`config.mk`:
```
export PLATFORM = sky130hd
export DESIGN_NAME = artc_top
export DESIGN_NICKNAME = d
export VERILOG_FILES = /design/src/artc_result_format.v /design/src/artc_sticky_irq.v /design/src/artc_top.v
export VERILOG_INCLUDE_DIRS = /design/src /design/src/src
export SDC_FILE = /design/constraint.sdc
export NUM_CORES = 1
export LEC_CHECK = 0
export ABC_AREA = 1
export ABC_CLOCK_PERIOD_IN_PS = 2500
export BUFFER_PORTS_ARGS = -buffer_cell sky130_fd_sc_hd__buf_2
export CAP_MARGIN = 20
export CORE_MARGIN = 2
export CORE_UTILIZATION = 30
export CTS_BUF_LIST = sky130_fd_sc_hd__clkbuf_8
export CTS_CLUSTER_SIZE = 30
export DETAILED_ROUTE_END_ITERATION = 7
export GPL_TIMING_DRIVEN = 0
export PLACE_DENSITY = 0.57
export SETUP_SLACK_MARGIN = 0.05
export SLEW_MARGIN = 0
export SYNTH_ARGS = -nofsm -noshare
export SYNTH_HDL_FRONTEND = slang
export SYNTH_HIERARCHICAL = 1
export SYNTH_SLANG_ARGS = --single-unit
```
`constraint.sdc`:
```
create_clock -name aclk -period 2.5 [get_ports aclk]
set_input_delay 0.125 -clock aclk [delete_from_list [all_inputs] [get_ports aclk]]
set_output_delay 0.125 -clock aclk [all_outputs]
set_load 0.02 [all_outputs]
```
`src/artc_defines.vh`:
```
// Purpose: Shared constants of the converter result transfer block.
// Assumes: Included by bare name from the top design file of the block only.
// Notes:   Byte addresses sit on aligned 32-bit words of the register bus.
`ifndef ARTC_DEFINES_VH
`define ARTC_DEFINES_VH

// ----------------------------------------------------------------------
// Register byte addresses
// ----------------------------------------------------------------------
`define ARTC_OFS_AIE      8'h00
`define ARTC_OFS_RESULT   8'h04
`define ARTC_OFS_XCTL     8'h08
`define ARTC_OFS_XCNT     8'h0C
`define ARTC_OFS_SADDR    8'h10
`define ARTC_OFS_FMT      8'h14
`define ARTC_OFS_IRQ_STAT 8'h18
`define ARTC_OFS_IRQ_MASK 8'h1C

// ----------------------------------------------------------------------
// Field positions of the transfer control register
// ----------------------------------------------------------------------
`define ARTC_XCTL_FETCH   0
`define ARTC_XCTL_B1      1
`define ARTC_XCTL_CT      2
`define ARTC_XCTL_TB      3

// ----------------------------------------------------------------------
// Interrupt status bit positions and flag count
// ----------------------------------------------------------------------
`define ARTC_IRQ_CONV     0
`define ARTC_IRQ_DONE     1
`define ARTC_IRQ_WIDTH    2

// ----------------------------------------------------------------------
// Reset values
// ----------------------------------------------------------------------
`define ARTC_RST_AIE      8'h00
`define ARTC_RST_XCTL     4'h0
`define ARTC_RST_XCNT     8'h00
`define ARTC_RST_SADDR    16'h0200
`define ARTC_RST_RESULT   16'h0000

// ----------------------------------------------------------------------
// Bus answers and address step
// ----------------------------------------------------------------------
`define ARTC_RESP_OKAY    2'b00
`define ARTC_RESP_SLVERR  2'b10
`define ARTC_ADDR_STEP    16'h0002

`endif

```
`src/artc_result_format.v`:
```
// Purpose: Places a ten-bit conversion result in the sixteen-bit word.
// Assumes: The raw result is straight binary, bit nine most significant.
// Notes:   Purely combinational; the caller registers the output.
`timescale 1ns/10ps
`default_nettype none

module artc_result_format (
    input  wire [9:0]  raw_result,
    input  wire        twos_format,
    output wire [15:0] formatted
);

    // ------------------------------------------------------------------
    // Justification and coding
    // ------------------------------------------------------------------
    // Straight binary sits in the low ten bits; two's complement flips the
    // top bit to move mid-scale to zero and sits in the high ten bits.
    assign formatted = twos_format ?
        {~raw_result[9], raw_result[8:0], 6'h00} :
        {6'h00, raw_result};

endmodule

`default_nettype wire

```
`src/artc_sticky_irq.v`:
```
// Purpose: Sticky event flags with a mask and one level interrupt.
// Assumes: Events are one-cycle pulses; clear is a write-one mask.
// Notes:   A new event in the clearing cycle keeps its flag set.
`timescale 1ns/10ps
`default_nettype none

module artc_sticky_irq #(
    parameter WIDTH = 2
) (
    input  wire             aclk,
    input  wire             aresetn,
    input  wire [WIDTH-1:0] event_set,
    input  wire [WIDTH-1:0] clear_ones,
    input  wire             mask_we,
    input  wire [WIDTH-1:0] mask_wdata,
    output reg  [WIDTH-1:0] status,
    output reg  [WIDTH-1:0] mask,
    output wire             irq
);

    // ------------------------------------------------------------------
    // Flags and mask
    // ------------------------------------------------------------------
    // Set has priority over clear so no event is lost.
    always @(posedge aclk) begin
        if (!aresetn) begin
            status <= {WIDTH{1'b0}};
            mask   <= {WIDTH{1'b0}};
        end else begin
            status <= (status & ~clear_ones) | event_set;
            if (mask_we) begin
                mask <= mask_wdata;
            end
        end
    end

    // High while any unmasked flag is set.
    assign irq = |(status & mask);

endmodule

`default_nettype wire

```
`src/artc_top.v`:
```
// Purpose: Register file and data transfer controller of the converter.
// Assumes: AXI4-Lite slave; results arrive as one-cycle pulses.
// Notes:   Results moved to memory over a valid/ready word write port.
`timescale 1ns/10ps
`default_nettype none
`include "artc_defines.vh"

module artc_top (
    input  wire        aclk,
    input  wire        aresetn,
    input  wire [7:0]  s_axi_awaddr,
    input  wire        s_axi_awvalid,
    output wire        s_axi_awready,
    input  wire [31:0] s_axi_wdata,
    input  wire [3:0]  s_axi_wstrb,
    input  wire        s_axi_wvalid,
    output wire        s_axi_wready,
    output reg  [1:0]  s_axi_bresp,
    output reg         s_axi_bvalid,
    input  wire        s_axi_bready,
    input  wire [7:0]  s_axi_araddr,
    input  wire        s_axi_arvalid,
    output wire        s_axi_arready,
    output reg  [31:0] s_axi_rdata,
    output reg  [1:0]  s_axi_rresp,
    output reg         s_axi_rvalid,
    input  wire        s_axi_rready,
    input  wire        result_valid,
    input  wire [9:0]  result_data,
    output reg  [7:0]  analog_input_enable_bits,
    output wire        mem_wvalid,
    input  wire        mem_wready,
    output reg  [15:0] mem_waddr,
    output reg  [15:0] mem_wdata,
    output wire        irq
);

    localparam S_OFF   = 2'h0;
    localparam S_WAIT  = 2'h1;
    localparam S_WRITE = 2'h2;

    reg  [7:0]  aw_addr;
    reg         aw_held;
    reg  [31:0] w_data;
    reg  [3:0]  w_strb;
    reg         w_held;
    reg  [15:0] conversion_result_reg;
    reg         result_format_select;
    reg         two_block_select;
    reg         continuous_transfer;
    reg         block_one_filled;
    reg         fetch_control;
    reg  [7:0]  transfer_count;
    reg  [15:0] start_address_field;
    reg  [1:0]  dtc_state;
    reg  [7:0]  xfer_left;
    reg         second_block;
    reg  [31:0] rd_mux;
    reg         rd_hit;
    reg         wr_hit;
    wire        wr_fire;
    wire        rd_fire;
    wire        sa_write;
    wire        block_end;
    wire        last_block;
    wire [15:0] formatted;
    wire [15:0] sa_merged;
    wire [1:0]  irq_status;
    wire [1:0]  irq_mask;
    wire [1:0]  irq_events;
    wire [1:0]  irq_clear;
    wire [3:0]  xctl_read;

    // Merges the low sixteen bits of a write under its byte strobes.
    function [15:0] merge16;
        input [15:0] old_val;
        input [31:0] new_val;
        input [3:0]  strb;
        begin
            merge16[7:0]  = strb[0] ? new_val[7:0]  : old_val[7:0];
            merge16[15:8] = strb[1] ? new_val[15:8] : old_val[15:8];
        end
    endfunction

    // ------------------------------------------------------------------
    // Register bus write side
    // ------------------------------------------------------------------
    // Address and data are held separately and used once both are here.
    assign s_axi_awready = !aw_held && !s_axi_bvalid;
    assign s_axi_wready  = !w_held && !s_axi_bvalid;
    assign wr_fire       = aw_held && w_held && !s_axi_bvalid;
    assign sa_write      = wr_fire && (aw_addr == `ARTC_OFS_SADDR);
    assign sa_merged     = merge16(start_address_field, w_data, w_strb);

    // Catches address and data, then answers once the write is done.
    always @(posedge aclk) begin
        if (!aresetn) begin
            aw_held      <= 1'b0;
            w_held       <= 1'b0;
            aw_addr      <= 8'h00;
            w_data       <= 32'h0000_0000;
            w_strb       <= 4'h0;
            s_axi_bvalid <= 1'b0;
            s_axi_bresp  <= `ARTC_RESP_OKAY;
        end else begin
            if (s_axi_awvalid && s_axi_awready) begin
                aw_held <= 1'b1;
                aw_addr <= s_axi_awaddr;
            end
            if (s_axi_wvalid && s_axi_wready) begin
                w_held <= 1'b1;
                w_data <= s_axi_wdata;
                w_strb <= s_axi_wstrb;
            end
            if (wr_fire) begin
                aw_held      <= 1'b0;
                w_held       <= 1'b0;
                s_axi_bvalid <= 1'b1;
                s_axi_bresp  <= wr_hit ? `ARTC_RESP_OKAY : `ARTC_RESP_SLVERR;
            end else if (s_axi_bvalid && s_axi_bready) begin
                s_axi_bvalid <= 1'b0;
            end
        end
    end

    // Decodes which write addresses hold a writable register.
    always @* begin
        case (aw_addr)
            `ARTC_OFS_AIE, `ARTC_OFS_XCTL, `ARTC_OFS_XCNT,
            `ARTC_OFS_SADDR, `ARTC_OFS_FMT, `ARTC_OFS_IRQ_STAT,
            `ARTC_OFS_IRQ_MASK: wr_hit = 1'b1;
            default: wr_hit = 1'b0;
        endcase
    end

    // ------------------------------------------------------------------
    // Software registers
    // ------------------------------------------------------------------
    // Plain configuration registers; the enables drive the analog inputs.
    always @(posedge aclk) begin
        if (!aresetn) begin
            analog_input_enable_bits <= `ARTC_RST_AIE;
            result_format_select     <= 1'b0;
            two_block_select         <= 1'b0;
            continuous_transfer      <= 1'b0;
            fetch_control            <= 1'b0;
            transfer_count           <= `ARTC_RST_XCNT;
            start_address_field      <= `ARTC_RST_SADDR;
        end else if (wr_fire && w_strb[0]) begin
            case (aw_addr)
                `ARTC_OFS_AIE: begin
                    analog_input_enable_bits <= w_data[7:0];
                end
                `ARTC_OFS_XCTL: begin
                    two_block_select    <= w_data[`ARTC_XCTL_TB];
                    continuous_transfer <= w_data[`ARTC_XCTL_CT];
                    fetch_control       <= w_data[`ARTC_XCTL_FETCH];
                end
                `ARTC_OFS_XCNT: begin
                    transfer_count <= w_data[7:0];
                end
                `ARTC_OFS_FMT: begin
                    result_format_select <= w_data[0];
                end
                default: begin
                    transfer_count <= transfer_count;
                end
            endcase
        end
        if (aresetn && sa_write) begin
            // Bit zero is forced low so the address stays word aligned.
            start_address_field <= {sa_merged[15:1], 1'b0};
        end
    end

    // ------------------------------------------------------------------
    // Result capture
    // ------------------------------------------------------------------
    artc_result_format u_format (
        .raw_result  (result_data),
        .twos_format (result_format_select),
        .formatted   (formatted)
    );

    // Every new result is placed in the readable result register.
    always @(posedge aclk) begin
        if (!aresetn) begin
            conversion_result_reg <= `ARTC_RST_RESULT;
        end else if (result_valid) begin
            conversion_result_reg <= formatted;
        end
    end

    // ------------------------------------------------------------------
    // Data transfer controller
    // ------------------------------------------------------------------
    assign mem_wvalid = (dtc_state == S_WRITE);
    assign block_end  = mem_wvalid && mem_wready && (xfer_left == 8'h01);
    // One-block mode ends on every block, two-block mode on the second.
    assign last_block = !two_block_select || second_block;

    // Moves each result that arrives in S_WAIT to memory and walks the blocks.
    always @(posedge aclk) begin
        if (!aresetn) begin
            dtc_state    <= S_OFF;
            xfer_left    <= 8'h00;
            second_block <= 1'b0;
            mem_waddr    <= 16'h0000;
            mem_wdata    <= 16'h0000;
        end else if (sa_write) begin
            // A start address write (re)starts at the written address, or stops when the count is zero.
            dtc_state    <= (transfer_count != 8'h00) ? S_WAIT : S_OFF;
            xfer_left    <= transfer_count;
            second_block <= 1'b0;
            mem_waddr    <= {sa_merged[15:1], 1'b0};
        end else begin
            case (dtc_state)
                S_OFF: begin
                    dtc_state <= S_OFF;
                end
                S_WAIT: begin
                    if (transfer_count == 8'h00) begin
                        dtc_state <= S_OFF;
                    end else if (result_valid) begin
                        mem_wdata <= formatted;
                        dtc_state <= S_WRITE;
                    end
                end
                S_WRITE: begin
                    if (mem_wready) begin
                        mem_waddr <= mem_waddr + `ARTC_ADDR_STEP;
                        xfer_left <= xfer_left - 8'h01;
                        dtc_state <= S_WAIT;
                        if (block_end && !last_block) begin
                            second_block <= 1'b1;
                            xfer_left    <= transfer_count;
                        end else if (block_end && continuous_transfer) begin
                            second_block <= 1'b0;
                            xfer_left    <= transfer_count;
                            mem_waddr    <= start_address_field;
                        end else if (block_end) begin
                            dtc_state <= S_OFF;
                        end
                    end
                end
                default: begin
                    dtc_state <= S_OFF;
                end
            endcase
        end
    end

    // Tells which block was filled last; hardware wins over software.
    always @(posedge aclk) begin
        if (!aresetn) begin
            block_one_filled <= 1'b0;
        end else if (block_end && two_block_select) begin
            block_one_filled <= !second_block;
        end else if (wr_fire && w_strb[0] && aw_addr == `ARTC_OFS_XCTL) begin
            block_one_filled <= w_data[`ARTC_XCTL_B1];
        end
    end

    // ------------------------------------------------------------------
    // Interrupts
    // ------------------------------------------------------------------
    // Flag per result when idle, per completed block while transferring.
    assign irq_events[`ARTC_IRQ_CONV] = block_end ||
        (result_valid && dtc_state == S_OFF);
    assign irq_events[`ARTC_IRQ_DONE] = block_end && last_block &&
        !continuous_transfer && !sa_write;
    assign irq_clear = (wr_fire && w_strb[0] &&
        aw_addr == `ARTC_OFS_IRQ_STAT) ? w_data[1:0] : 2'b00;

    artc_sticky_irq #(
        .WIDTH (`ARTC_IRQ_WIDTH)
    ) u_irq (
        .aclk       (aclk),
        .aresetn    (aresetn),
        .event_set  (irq_events),
        .clear_ones (irq_clear),
        .mask_we    (wr_fire && w_strb[0] &&
                     aw_addr == `ARTC_OFS_IRQ_MASK),
        .mask_wdata (w_data[1:0]),
        .status     (irq_status),
        .mask       (irq_mask),
        .irq        (irq)
    );

    // ------------------------------------------------------------------
    // Register bus read side
    // ------------------------------------------------------------------
    assign s_axi_arready = !s_axi_rvalid;
    assign rd_fire       = s_axi_arvalid && s_axi_arready;
    assign xctl_read     = {two_block_select, continuous_transfer,
                            block_one_filled, fetch_control};

    // Selects read data; unused bits read zero.
    always @* begin
        rd_mux = 32'h0000_0000;
        rd_hit = 1'b1;
        case (s_axi_araddr)
            `ARTC_OFS_AIE:      rd_mux[7:0]  = analog_input_enable_bits;
            `ARTC_OFS_RESULT:   rd_mux[15:0] = conversion_result_reg;
            `ARTC_OFS_XCTL:     rd_mux[7:0]  = {4'h0, xctl_read};
            `ARTC_OFS_XCNT:     rd_mux[7:0]  = transfer_count;
            `ARTC_OFS_SADDR:    rd_mux[15:0] = start_address_field;
            `ARTC_OFS_FMT:      rd_mux[0]    = result_format_select;
            `ARTC_OFS_IRQ_STAT: rd_mux[1:0]  = irq_status;
            `ARTC_OFS_IRQ_MASK: rd_mux[1:0]  = irq_mask;
            default:            rd_hit       = 1'b0;
        endcase
    end

    // Registers the read answer and holds it until taken.
    always @(posedge aclk) begin
        if (!aresetn) begin
            s_axi_rvalid <= 1'b0;
            s_axi_rdata  <= 32'h0000_0000;
            s_axi_rresp  <= `ARTC_RESP_OKAY;
        end else if (rd_fire) begin
            s_axi_rvalid <= 1'b1;
            s_axi_rdata  <= rd_mux;
            s_axi_rresp  <= rd_hit ? `ARTC_RESP_OKAY : `ARTC_RESP_SLVERR;
        end else if (s_axi_rvalid && s_axi_rready) begin
            s_axi_rvalid <= 1'b0;
        end
    end

endmodule

`default_nettype wire

```
Word level (Yosys, flattened, before mapping):

Index checks and enable logic that the tools add are counted.

* output and inout bits: 83
* logic and storage cells: 157
* register bits: 149
* input bits: 71

* muxes and demuxes: 41
* bitwise gates (word level): 8
* equal/unequal tests: 19
* reductions and logical operators: 60
* add/subtract/negate cells: 2

Operators with widths (number)
* two-way mux 16 bit: 8
* equality test 8 x 5 -> 1 bit, second input constant: 8
* two-way mux 8 bit: 7
* equality test 8 x 4 -> 1 bit, second input constant: 4
* case mux 6 bit (5 select lines): 1
* logical AND 1 bit: 24
* zero test 8 bit: 3
* adder 16 x 2 -> 16 bit, second input constant: 1
* case mux 8 bit (2 select lines): 1
* two-way mux 1 bit: 14
* two-way mux 2 bit: 7
* case mux 1 bit (7 select lines): 2
* AND reduction 2 bit: 7
* nonzero test 2 bit: 6
* zero test 1 bit: 9
* equality test 8 x 1 -> 1 bit, second input constant: 1
* equality test 8 x 3 -> 1 bit, second input constant: 1
* nonzero test 8 bit: 1
* OR reduction 8 bit: 1
* subtractor 8 x 1 -> 8 bit, second input constant: 1
* OR reduction 7 bit: 1
* OR reduction 2 bit: 3
* bitwise AND 2 bit: 2
* != test 4 bit, second input constant: 1
* 12 further kinds: 16

Longest topological paths before layout:

Gate-level depths: netlist (run 1).

* depth after elaboration: 9
* mapped depth: 11
* mapped depth without buffers: 11

By module:

The synthesis (run 1) kept the hierarchy.

Modules (own cells, without submodules)
* artc_top: times used 1, cells an instance 1016, area an instance 7181.9 um2, sequential area each 3012.9 um2
* artc_result_format: times used 1, cells an instance 38, area an instance 162.7 um2, sequential area each 0.0 um2
* artc_sticky_irq: times used 1, cells an instance 23, area an instance 156.4 um2, sequential area each 80.1 um2

Worst setup path before layout (run 1):

OpenSTA, ideal clock, no wires.

* path kind: reg2reg
* start point: register dtc_state[0]
* end point: register xfer_left[0]
* slack: 0.782 ns
* data required time: 2.386 ns
* setup time: 0.114 ns
* cell stages (with the launch flop): 11
* clock period less this slack: 1.718 ns
* path buffers: 1
* arrival: 1.604 ns
* path through: dfxtp_1 inv_1 ha_1 nand2_1 nor2_2 nand3_2 nand2_1 buf_4 o21ai_1 o21bai_1 inv_1

* longest elaborated chain between the ends: 9
* elaborated cells on any way between the ends: 12
* classes of those cells: 1 x eq/ne; 5 x mux; 6 x reduce/logical

RTL lines
* start: declaration: RTL line artc_top.v:55 `reg [1:0] dtc_state;`
* start signal: assignment: RTL line artc_top.v:212 `dtc_state <= (transfer_count != 8'h00) ? S_WAIT : S_OFF;`
* equality test 2 bit (*): RTL line artc_top.v:197 `assign mem_wvalid = (dtc_state == S_WRITE);`
* named net mem_wvalid: RTL line artc_top.v:31 `output wire mem_wvalid,`
* logical AND 1 bit (2 in series): RTL line artc_top.v:198 `assign block_end = mem_wvalid && mem_wready && (xfer_left == 8'h01);`
* logical AND 1 bit: RTL line artc_top.v:237 `end else if (block_end && continuous_transfer) begin`
* two-way mux 8 bit: RTL line artc_top.v:237
* two-way mux 8 bit: RTL line artc_top.v:234 `if (block_end && !last_block) begin`
* two-way mux 8 bit: RTL line artc_top.v:230 `if (mem_wready) begin`
* two-way mux 8 bit: RTL line artc_top.v:217 `case (dtc_state)`
* two-way mux 8 bit: RTL line artc_top.v:210 `end else if (sa_write) begin`
* end signal: assignment: RTL line artc_top.v:213 `xfer_left <= transfer_count;`
* end signal: assignment: RTL line artc_top.v:232 `xfer_left <= xfer_left - 8'h01;`
* end signal: assignment: RTL line artc_top.v:236 `xfer_left <= transfer_count;`
* end: declaration: RTL line artc_top.v:56 `reg [7:0] xfer_left;`

The timed path passes the listed nets; every way through them passes the cells marked *. The select of a mux whose other input is x is not followed.
A chain may end at the register's enable or synchronous reset.

Worst setup path in the final report (run 1):

* start point: input port aresetn
* end point: register start_address_field[6], enable pin

* longest elaborated chain between the ends: 2

RTL lines
* start: declaration: RTL line artc_top.v:10 `input wire aresetn,`
* logical AND 1 bit: RTL line artc_top.v:170 `if (aresetn && sa_write) begin`
* != test 2 x 1 -> 1 bit (no source line) (*)
* end signal: assignment: RTL line artc_top.v:148 `` start_address_field <= `ARTC_RST_SADDR; ``
* end signal: assignment: RTL line artc_top.v:172 `start_address_field <= {sa_merged[15:1], 1'b0};`
* end: declaration: RTL line artc_top.v:54 `reg [15:0] start_address_field;`

Mark *: on every way between the ends. The rest lies on a longest branch, timed or not.

==> results of run 1 <==
## synth_stat cells, drive strengths merged, types with 6 or more instances
cell type  count  area, um2
nand2        196        756
inv          170        638
nor2         143        608
dfxtp        132       2640
o21ai        121        606
a21oi         97        489
nand3         60        333
buf           51        334
o22ai         19        119
edfxtp        15        450
clkbuf        13       48.8
a211oi        10       85.1
nor3          10       61.3
nand4          8       50.1
ha             6       75.1
xor2           6       52.6
## worst reg2reg max path: stages, from the launching register on
cell	delay (ns)
dfxtp_1	0.39
nand2_1	0.11
nor2_4	0.16
nand3_4	0.18
buf_2	0.26
nand2_1	0.56
## per-stage QoR
stage	power [mW]	util	setup slack, ns
after floorplan	2.93	-	0.782
after global placement	3.14	0.350	0.271
after detailed placement	3.14	0.350	0.256
after CTS	5.00	0.378	0.187
after global routing	5.17	0.378	0.0602
final	4.96	0.378	0.211
## power groups by stage
stage	Sequential, mW	Combinational, mW	Clock [mW]
global route	2.54	0.665	1.96
global placement	2.58	0.554	0
CTS	2.53	0.597	1.87
finish	2.53	0.598	1.83
detailed placement	2.58	0.558	0
floorplan	2.58	0.352	0
## routing by layer
| layer | up-vias | track usage | share of wire |
|---|---|---|---|
| met4 | 0 | 0.0527 | 0.013 |
| met3 | 21 | 0.0332 | 0.060 |
| met5 | - | 0 | 0 |
| met1 | 3417 | 0.250 | 0.46 |
| li1 | 3788 | - | - |
| met2 | 247 | 0.305 | 0.47 |
## how the worst max path moves through the flow
| stage | start | end | slack [ns] |
|---|---|---|---|
| floorplan | dtc_state[0] | xfer_left[0] | 0.78 |
| global placement | aresetn | start_address_field[4] | 0.27 |
| detailed placement | aresetn | start_address_field[1] | 0.26 |
| CTS | aresetn | start_address_field[6] | 0.19 |
| global route | aresetn | start_address_field[6] | 0.06 |
| finish | aresetn | start_address_field[6] | 0.21 |
## layout make-up
class	count	area [um2]
repair buffers	148	896
clock buffers	18	248
flip-flops and latches	147	3090
plain buffers	64	383
fillers	2668	15200
inverters	172	646
multi-input cells	711	3440
well taps	324	405
clock inverters	14	124
## timing repair
item,CTS,global route
setup endpoints to repair,0,0
endpoints found under the hold margin,34,0
hold buffers,31,0
## logic make-up (layout without fill, tap and decap cells)
family	Yosys count	count (layout)	synth area share
AND/OR/NAND/NOR	425	425	0.250
flip-flops	147	147	0.412
AO/OA/AOI/OAI	253	253	0.179
buffers and inverters	236	416	0.137
adder cells (fa/ha/maj)	6	6	0.0100
other	1	18	0.000500
XOR/XNOR	9	9	0.0105
==> results.toml, run 1 <==
[sta]
worst_hold_slack_ns = 0.0338
maxSlewViolCount = 0
setup_violations = 0
fmax_mhz = 437
rsz0062_at_grt = "false"
period_minus_slack_ns = 2.29
hold_viol = 0
slew_headroom = 0.482
worst_slew_pin_slew_ns = 0.777
fin_crit_sh = 0.916
final.setup.tns_ns = 0
skew_ns = 0.0193

[route]
route.detailed.drc = 0
routed_wl_um = 24200
firstDrtPassIters = 5
wire_per_inst_um = 15.2
vias = 7473
viasPerCell = 4.68
ant_nets = 0
first_iter_violations = 563

[global_routing]
first_global_vias = 7015
grt-ovfl-total = 0
grt_first_pass_wirelength_um = 37600
grt_max_degree = 17
grt.total_usage = 0.185
antenna_found_initial = 0

[power_and_ir_drop]
ir_worst_vdd_v = 0.000300
power_frac_seq = 0.510
p_sw_mw = 1.46
p_leak_nw = 4.17
internal_power_mw = 3.49
switching_share = 0.295
power_frac_clock = 0.369
power_density_mw_per_mm2 = 537
comb_power_share = 0.121

[cts]
cts-root-buf = "clkbuf_8"
cts_buffers = 17
clk_latency_ns = 0.46
cts.clk_slew.worst_paths_ns = 0.09
htree_levels = 4
clockBufferDepth = 2
tritoncts = "built"
cts.sinks = 147
cts_resized = 0
post-cts-setup-buffer-count = 0

[synthesis]
synth_warnings = 6
ys.flop_type = "dfxtp_1"
syn-instance-count = 1077
synth_edf_count = 15
syn_area_per_cell_um2 = 6.96
synth_sequential_area_ratio = 0.412
synthArstFlopShare = 0
synth_area_mm2 = 0.00750
ys_types = 44
ys_ff_latch = 147

[min_path]
holdCritPathClass = "in -> reg"
holdPathStages = 5
hold_end = "conversion_result_reg[4]"
hp-start = "result_data[4]"

[critical_path]
rr_worst_depth = 5
crit_slowest_cell = "nand2_1"
cpPeakStageDelay_ns = 0.65
cp_max_fo = 15
end_kind = "flop"
r2r_end = "start_address_field[6]"
crit_buf_inv = 4
crit_path_start_kind = "input pin"
path_class = "in -> reg"
r2r_slack_ns = 0.47
cp.arrival_ns = 2.32
critPathTopFamily = "buffers and inverters"
crit-reg2reg-launch = "aw_addr[4]"
crit_cells = 5
crit_top_cell = "buf_2"
crit_required_ns = 2.53
path_cells = "dlygate4sd3_1, buf_2, buf_2, clkbuf_1, nand2_1"

[placement]
place_congestion = 0.885
portBuffers = 117
place_inst = 1535
place_area_mm2 = 0.00856
hpwl_um = 18400

[job]
cap_viol_max_count = 0

[run_status]
status = "finished clean"

[cells_and_area]
drive_above_1_share = 0.190
final_common_cell = "nand2_1"
finalInstanceArea_mm2 = 0.00924
area_growth_pct = 23.2
instances_no_fill = 1598
antennaDiodeCount = 0
final_nets = 1338
layout_common_cells = "nand2_1 (190), inv_1 (161), buf_2 (135)"

[floorplanning]
die-area_mm2 = 0.0263
initial_core_util = 0.307
fp.dieW_um = 162
core-area_mm2 = 0.0245
num_rows = 57
die_h_um = 162
ios = 154
No activity file was read; power rests on OpenSTA's default activity.
==> run 2, diff against run 1 <==
--- a/config.mk
+++ b/config.mk
@@ -7,16 +7,16 @@
 export NUM_CORES = 1
 export LEC_CHECK = 0
 export ABC_AREA = 1
-export ABC_CLOCK_PERIOD_IN_PS = 2500
+export ABC_CLOCK_PERIOD_IN_PS = 2150
 export BUFFER_PORTS_ARGS = -buffer_cell sky130_fd_sc_hd__buf_2
 export CAP_MARGIN = 20
 export CORE_MARGIN = 2
-export CORE_UTILIZATION = 30
+export CORE_UTILIZATION = 25
 export CTS_BUF_LIST = sky130_fd_sc_hd__clkbuf_8
 export CTS_CLUSTER_SIZE = 30
 export DETAILED_ROUTE_END_ITERATION = 7
 export GPL_TIMING_DRIVEN = 0
-export PLACE_DENSITY = 0.57
+export PLACE_DENSITY = 0.51
 export SETUP_SLACK_MARGIN = 0.05
 export SLEW_MARGIN = 0
 export SYNTH_ARGS = -nofsm -noshare
==> constraint.sdc (replaced) <==
create_clock -name aclk -period 2.15 [get_ports aclk]
set_input_delay 0.1075 -clock aclk [delete_from_list [all_inputs] [get_ports aclk]]
set_output_delay 0.1075 -clock aclk [all_outputs]
set_load 0.02 [all_outputs]
==> run 2 against run 1 <==
Global-route usage fell by 2.3 points. Clock power rose by 22%. Register-to-register slack got worse by 0.29 ns. Worst setup slack got worse by 0.030 ns. Non-clock buffer count did not move. Critical endpoint is now mem_waddr[4]. Die area rose by 19%.
==> results.toml, run 2 (synthesis gave the netlist of run 1 again) <==
[cells_and_area]
layout_common_cells = "nand2_1 (189), inv_1 (162), buf_2 (135)"
multi_input_area_mm2 = 0.00345
ff_latch_area_mm2 = 0.00309
fill_cells = 3349
drive_above_1_share = 0.190
final_nets = 1338
final_common_cell = "nand2_1"
area_growth_pct = 24.6

[min_path]
holdPathStages = 5
hp-start = "result_data[4]"
holdCritPathClass = "in -> reg"
hold_end = "conversion_result_reg[4]"

[sta]
maxSlewViolCount = 0
setup_violations = 0
fin_crit_sh = 0.916
worst_slew_pin_slew_ns = 0.836
setup_ws_ns = 0.181
skew_ns = 0.0194
period_minus_slack_ns = 1.97
fmax_mhz = 508
rsz0062_at_grt = "false"
hold_viol = 0
slew_headroom = 0.442

[floorplanning]
initial_core_util = 0.254
num_rows = 63
die_h_um = 177
ios = 154
core-area_mm2 = 0.0296
die-area_mm2 = 0.0314
fp.dieW_um = 177

[cts]
cts-root-buf = "clkbuf_8"
cts.clk_slew.worst_paths_ns = 0.08
post-cts-setup-buffer-count = 0
clk_latency_ns = 0.46
cts.sinks = 147
clockBufferDepth = 2
tritoncts = "built"
htree_levels = 4
cts_buffers = 17

[power_and_ir_drop]
p_leak_nw = 4.18
power.total_mw = 5.87
ir_worst_vdd_v = 0.000268
power_density_mw_per_mm2 = 628

[global_routing]
grt.total_usage = 0.163
antenna_found_initial = 1
first_global_vias = 7185
grt_max_degree = 17
grt-ovfl-total = 0
grt_first_pass_wirelength_um = 39000

[route]
wire_per_inst_um = 15.2
routed_wl_um = 25300
route.detailed.drc = 0
vias = 7386
wl_met1_um = 12000
ant_nets = 0
met2WireLength_um = 11700
viasPerCell = 4.44
highest_layer = "met4"
firstDrtPassIters = 5
first_iter_violations = 542
route.met3.wl_um = 1280

[placement]
hpwl_um = 19400
pre_cts_slack_ns = -0.174
portBuffers = 117
place_congestion = 0.890

[critical_path]
crit-reg2reg-launch = "dtc_state[0]"
crit_required_ns = 2.46
worstSetupStartpoint = "dtc_state[0]"
rr_worst_depth = 8
cp.arrival_ns = 2.27
path_class = "reg -> reg"
r2r_end = "mem_waddr[4]"
cp_max_fo = 10
r2r_slack_ns = 0.18
crit_path_start_kind = "flop"
end_kind = "flop"

[job]
cap_viol_max_count = 0

[run_status]
status = "finished clean"
[run 2: cell types whose count changed in the layout (fill, tap and decap cells not counted)]
cell        delta
nand2_2        +1
inv_6          -1
diode_2        +1
clkinv_2       -1
inv_4          -2
bufinv_16      +1
nand2_1        -1
clkinv_4       +4
clkbuf_8       -1
clkinvlp_4     -1
inv_1          +1
[run 2: through the flow]
stage          instances   util  instance area, um2  hold WS [ns]  setup TNS, ns
2_1_floorplan       1094      -                7560         0.239              0
3_3_place_gp        1601  0.292                8640         0.365          -1.90
3_5_place_dp        1601  0.292                8640         0.366          -2.59
5_1_grt             1665  0.316                9350        0.0140              0
6_report            1665  0.316                9350        0.0250              0
4_1_cts             1664  0.316                9340     0.0000661              0
[run 2: final cells by class]
type,instances,area share
antenna,1,0.000268
buffer,64,0.0410
clock buffer,17,0.0250
clock inverter,15,0.0170
inverter,172,0.0691
multi-input combinational,711,0.369
sequential,147,0.331
tap,390,0.0522
timing repair buffer,148,0.0959
[run 2: critical path: stages, from the launching register on]
cell and delay, ns:
dfxtp_1 0.32, inv_1 0.10, ha_1 0.26, nand2_1 0.12, nor2_2 0.19, nand3_2 0.24, buf_2 0.29, o211ai_1 0.21
a21oi_1 0.08
[run 2: where the power goes]
| group | internal [mW] | switching (mW) | leakage (nW) |
|---|---|---|---|
| clock network | 1.04 | 1.19 | 0.199 |
| registers | 2.86 | 0.0745 | 1.23 |
| logic | 0.240 | 0.462 | 2.75 |
[run 2: per-layer routing]
layer | up-vias | GRT usage
met2 | 168 | 0.268
met1 | 3420 | 0.219
li1 | 3779 | -
met4 | 0 | 0.0475
met3 | 19 | 0.0258
met5 | - | 0
[run 2: how the worst max path moves through the flow]
| stage | endpoint | cells after the start |
|---|---|---|
| after global routing | u_irq/status[1] | 8 |
| after detailed placement | start_address_field[4] | 4 |
| final | mem_waddr[4] | 8 |
| after floorplan | xfer_left[0] | 10 |
| after global placement | start_address_field[4] | 4 |
| after CTS | u_irq/status[1] | 8 |
[run 2: repair_timing]
| action | CTS | global route |
|---|---|---|
| hold buffers | 31 | 0 |
| hold endpoints to repair | 34 | 0 |
| setup endpoints to repair | 11 | 0 |
| resized for setup | 1 | 0 |
==> run 3, diff against run 2 <==
--- a/config.mk
+++ b/config.mk
@@ -7,16 +7,17 @@
 export NUM_CORES = 1
 export LEC_CHECK = 0
 export ABC_AREA = 1
-export ABC_CLOCK_PERIOD_IN_PS = 2150
+export ABC_CLOCK_PERIOD_IN_PS = 2470
 export BUFFER_PORTS_ARGS = -buffer_cell sky130_fd_sc_hd__buf_2
 export CAP_MARGIN = 20
 export CORE_MARGIN = 2
-export CORE_UTILIZATION = 25
+export CORE_UTILIZATION = 50
 export CTS_BUF_LIST = sky130_fd_sc_hd__clkbuf_8
 export CTS_CLUSTER_SIZE = 30
 export DETAILED_ROUTE_END_ITERATION = 7
 export GPL_TIMING_DRIVEN = 0
-export PLACE_DENSITY = 0.51
+export PLACE_DENSITY = 0.82
+export RECOVER_POWER = 25
 export SETUP_SLACK_MARGIN = 0.05
 export SLEW_MARGIN = 0
 export SYNTH_ARGS = -nofsm -noshare
==> constraint.sdc (replaced) <==
create_clock -name aclk -period 2.47 [get_ports aclk]
set_input_delay 0.1235 -clock aclk [delete_from_list [all_inputs] [get_ports aclk]]
set_output_delay 0.1235 -clock aclk [all_outputs]
set_load 0.02 [all_outputs]
==> run 3 against run 2 <==
Combinational power decreased by 15%. Final cell count decreased by 12%. Global-route usage increased by 11 points. Sequential share of layout area increased by 1.2 points. Sequential power decreased by 13%. Non-clock buffer count increased by 1. Worst setup slack improved by 0.11 ns. Core utilization increased by 30 points. Critical path depth decreased by 3. Total power decreased by 15%. Critical endpoint is now start_address_field[3]. Clock skew decreased by 0.0014 ns.
==> results.toml, run 3 (synthesis gave the netlist of run 1 again) <==
[floorplanning]
core-area_mm2 = 0.0146
die-area_mm2 = 0.0160
fp.dieW_um = 126
ios = 154
initial_core_util = 0.514
die_h_um = 126
num_rows = 44

[critical_path]
worstSetupStartpoint = "aresetn"
crit_path_start_kind = "input pin"
r2r_end = "mem_waddr[1]"
rr_worst_depth = 8
end_kind = "flop"
crit_required_ns = 2.51
cp.arrival_ns = 2.22
cp-endpoint = "start_address_field[3]"
path_class = "in -> reg"
r2r_slack_ns = 0.48
cp_max_fo = 15
crit-reg2reg-launch = "dtc_state[0]"

[cts]
cts.sinks = 147
cts.clk_slew.worst_paths_ns = 0.08
cts-root-buf = "clkbuf_8"
tritoncts = "built"
cts_resized = 0
htree_levels = 4
post-cts-setup-buffer-count = 0
cts_buffers = 17
clk_latency_ns = 0.47
clockBufferDepth = 2
ctsHoldBuffers = 32

[global_routing]
first_global_vias = 7165
grt_use_met2 = 0.459
top_usage_layer = "met2"
grt_max_degree = 17
grt_first_pass_wirelength_um = 34800
grt-ovfl-total = 0
antenna_found_initial = 0
grt.total_usage = 0.276
met3_usage = 0.0595
grt_util_met1 = 0.348

[sta]
final.setup.tns_ns = 0
period_minus_slack_ns = 2.17
worst_hold_slack_ns = 0.0304
rsz0062_at_grt = "false"
fmax_mhz = 460
slew_headroom = 0.444
worst_slew_pin_slew_ns = 0.834
skew_ns = 0.0180
maxSlewViolCount = 0
hold_viol = 0
fin_crit_sh = 0.880
setup_violations = 0

[placement]
place_inst = 1395
place_congestion = 0.927
hpwl_um = 16200
portBuffers = 117

[cells_and_area]
final_nets = 1339
fin_util = 0.617
fill_cells = 1373
drive_above_1_share = 0.143
final_common_cell = "nand2_1"
instances_no_fill = 1458
antennaDiodeCount = 0
area_growth_pct = 20.1
layout_common_cells = "nand2_1 (190), inv_1 (164), dfxtp_1 (132)"

[route]
wire_per_inst_um = 15.1
firstDrtPassIters = 6
routed_wl_um = 22000
viasPerCell = 5.29
ant_nets = 0
vias = 7712
first_iter_violations = 663
route.detailed.drc = 0

[run_status]
status = "finished clean"

[min_path]
holdPathStages = 5
holdCritPathClass = "in -> reg"

[power_and_ir_drop]
power_density_mw_per_mm2 = 554
ir_worst_vdd_v = 0.000426
p_leak_nw = 3.95

[job]
cap_viol_max_count = 0
[run 3: cell count changes in the layout (fill, tap and decap cells not counted), moves of 2 or more]
cell and delta:
inv_6 -3, clkinv_4 -3, inv_1 +2, buf_2 -56, clkbuf_8 +2, clkinv_2 +2
clkbuf_1 +56
[run 3: worst max-delay path: stages]
cell and delay, ns:
dlygate4sd3_1 0.52, buf_2 0.12, buf_2 0.26, clkbuf_1 0.58, nand2_1 0.60
[run 3: metal layers]
metal  up-vias  wire length [um]  share of wire
li1       3787                 -              -
met1      3494              8930           0.40
met2       369             10400           0.47
met3        62              2020          0.092
met4         0               741          0.034
met5         -                 0              0
[run 3: final cells by class]
type / count / area [um2] / area share
Multi-Input combinational cell: 711 / 3440 / 0.382
Sequential cell: 147 / 3090 / 0.343
Timing Repair Buffer: 149 / 836 / 0.0928
Inverter: 172 / 646 / 0.0717
Buffer: 64 / 383 / 0.0425
Clock buffer: 19 / 262 / 0.0290
Tap cell: 184 / 230 / 0.0256
Clock inverter: 12 / 116 / 0.0129
[run 3: worst min-delay path by stage]
stage                                          end             from  slack, ns
final                     conversion_result_reg[1]   result_data[1]       0.03
after floorplan                    u_irq/status[0]          aresetn       0.26
after global routing      conversion_result_reg[1]   result_data[1]       0.03
after CTS                 conversion_result_reg[3]   result_data[3]     0.0004
after detailed placement                aw_addr[4]  s_axi_awaddr[4]       0.38
after global placement                  aw_addr[4]  s_axi_awaddr[4]       0.38
[run 3: metrics by stage]
stage	area [um2]	worst slack (ns)	power (mW)
finish	9010	0.296	4.99
global route	9010	0.205	5.19
CTS	9080	0.337	5.00
detailed placement	8380	0.385	3.16
global placement	8380	0.402	3.15
floorplan	7560	0.752	2.97
[run 3: power by group]
group          switching (mW)  total (mW)  internal [mW]  leakage [nW]
clock network           0.902        1.83          0.930         0.205
logic                   0.393       0.598          0.205          2.52
registers              0.0651        2.56           2.49          1.23
total                    1.36        4.99           3.63          3.95
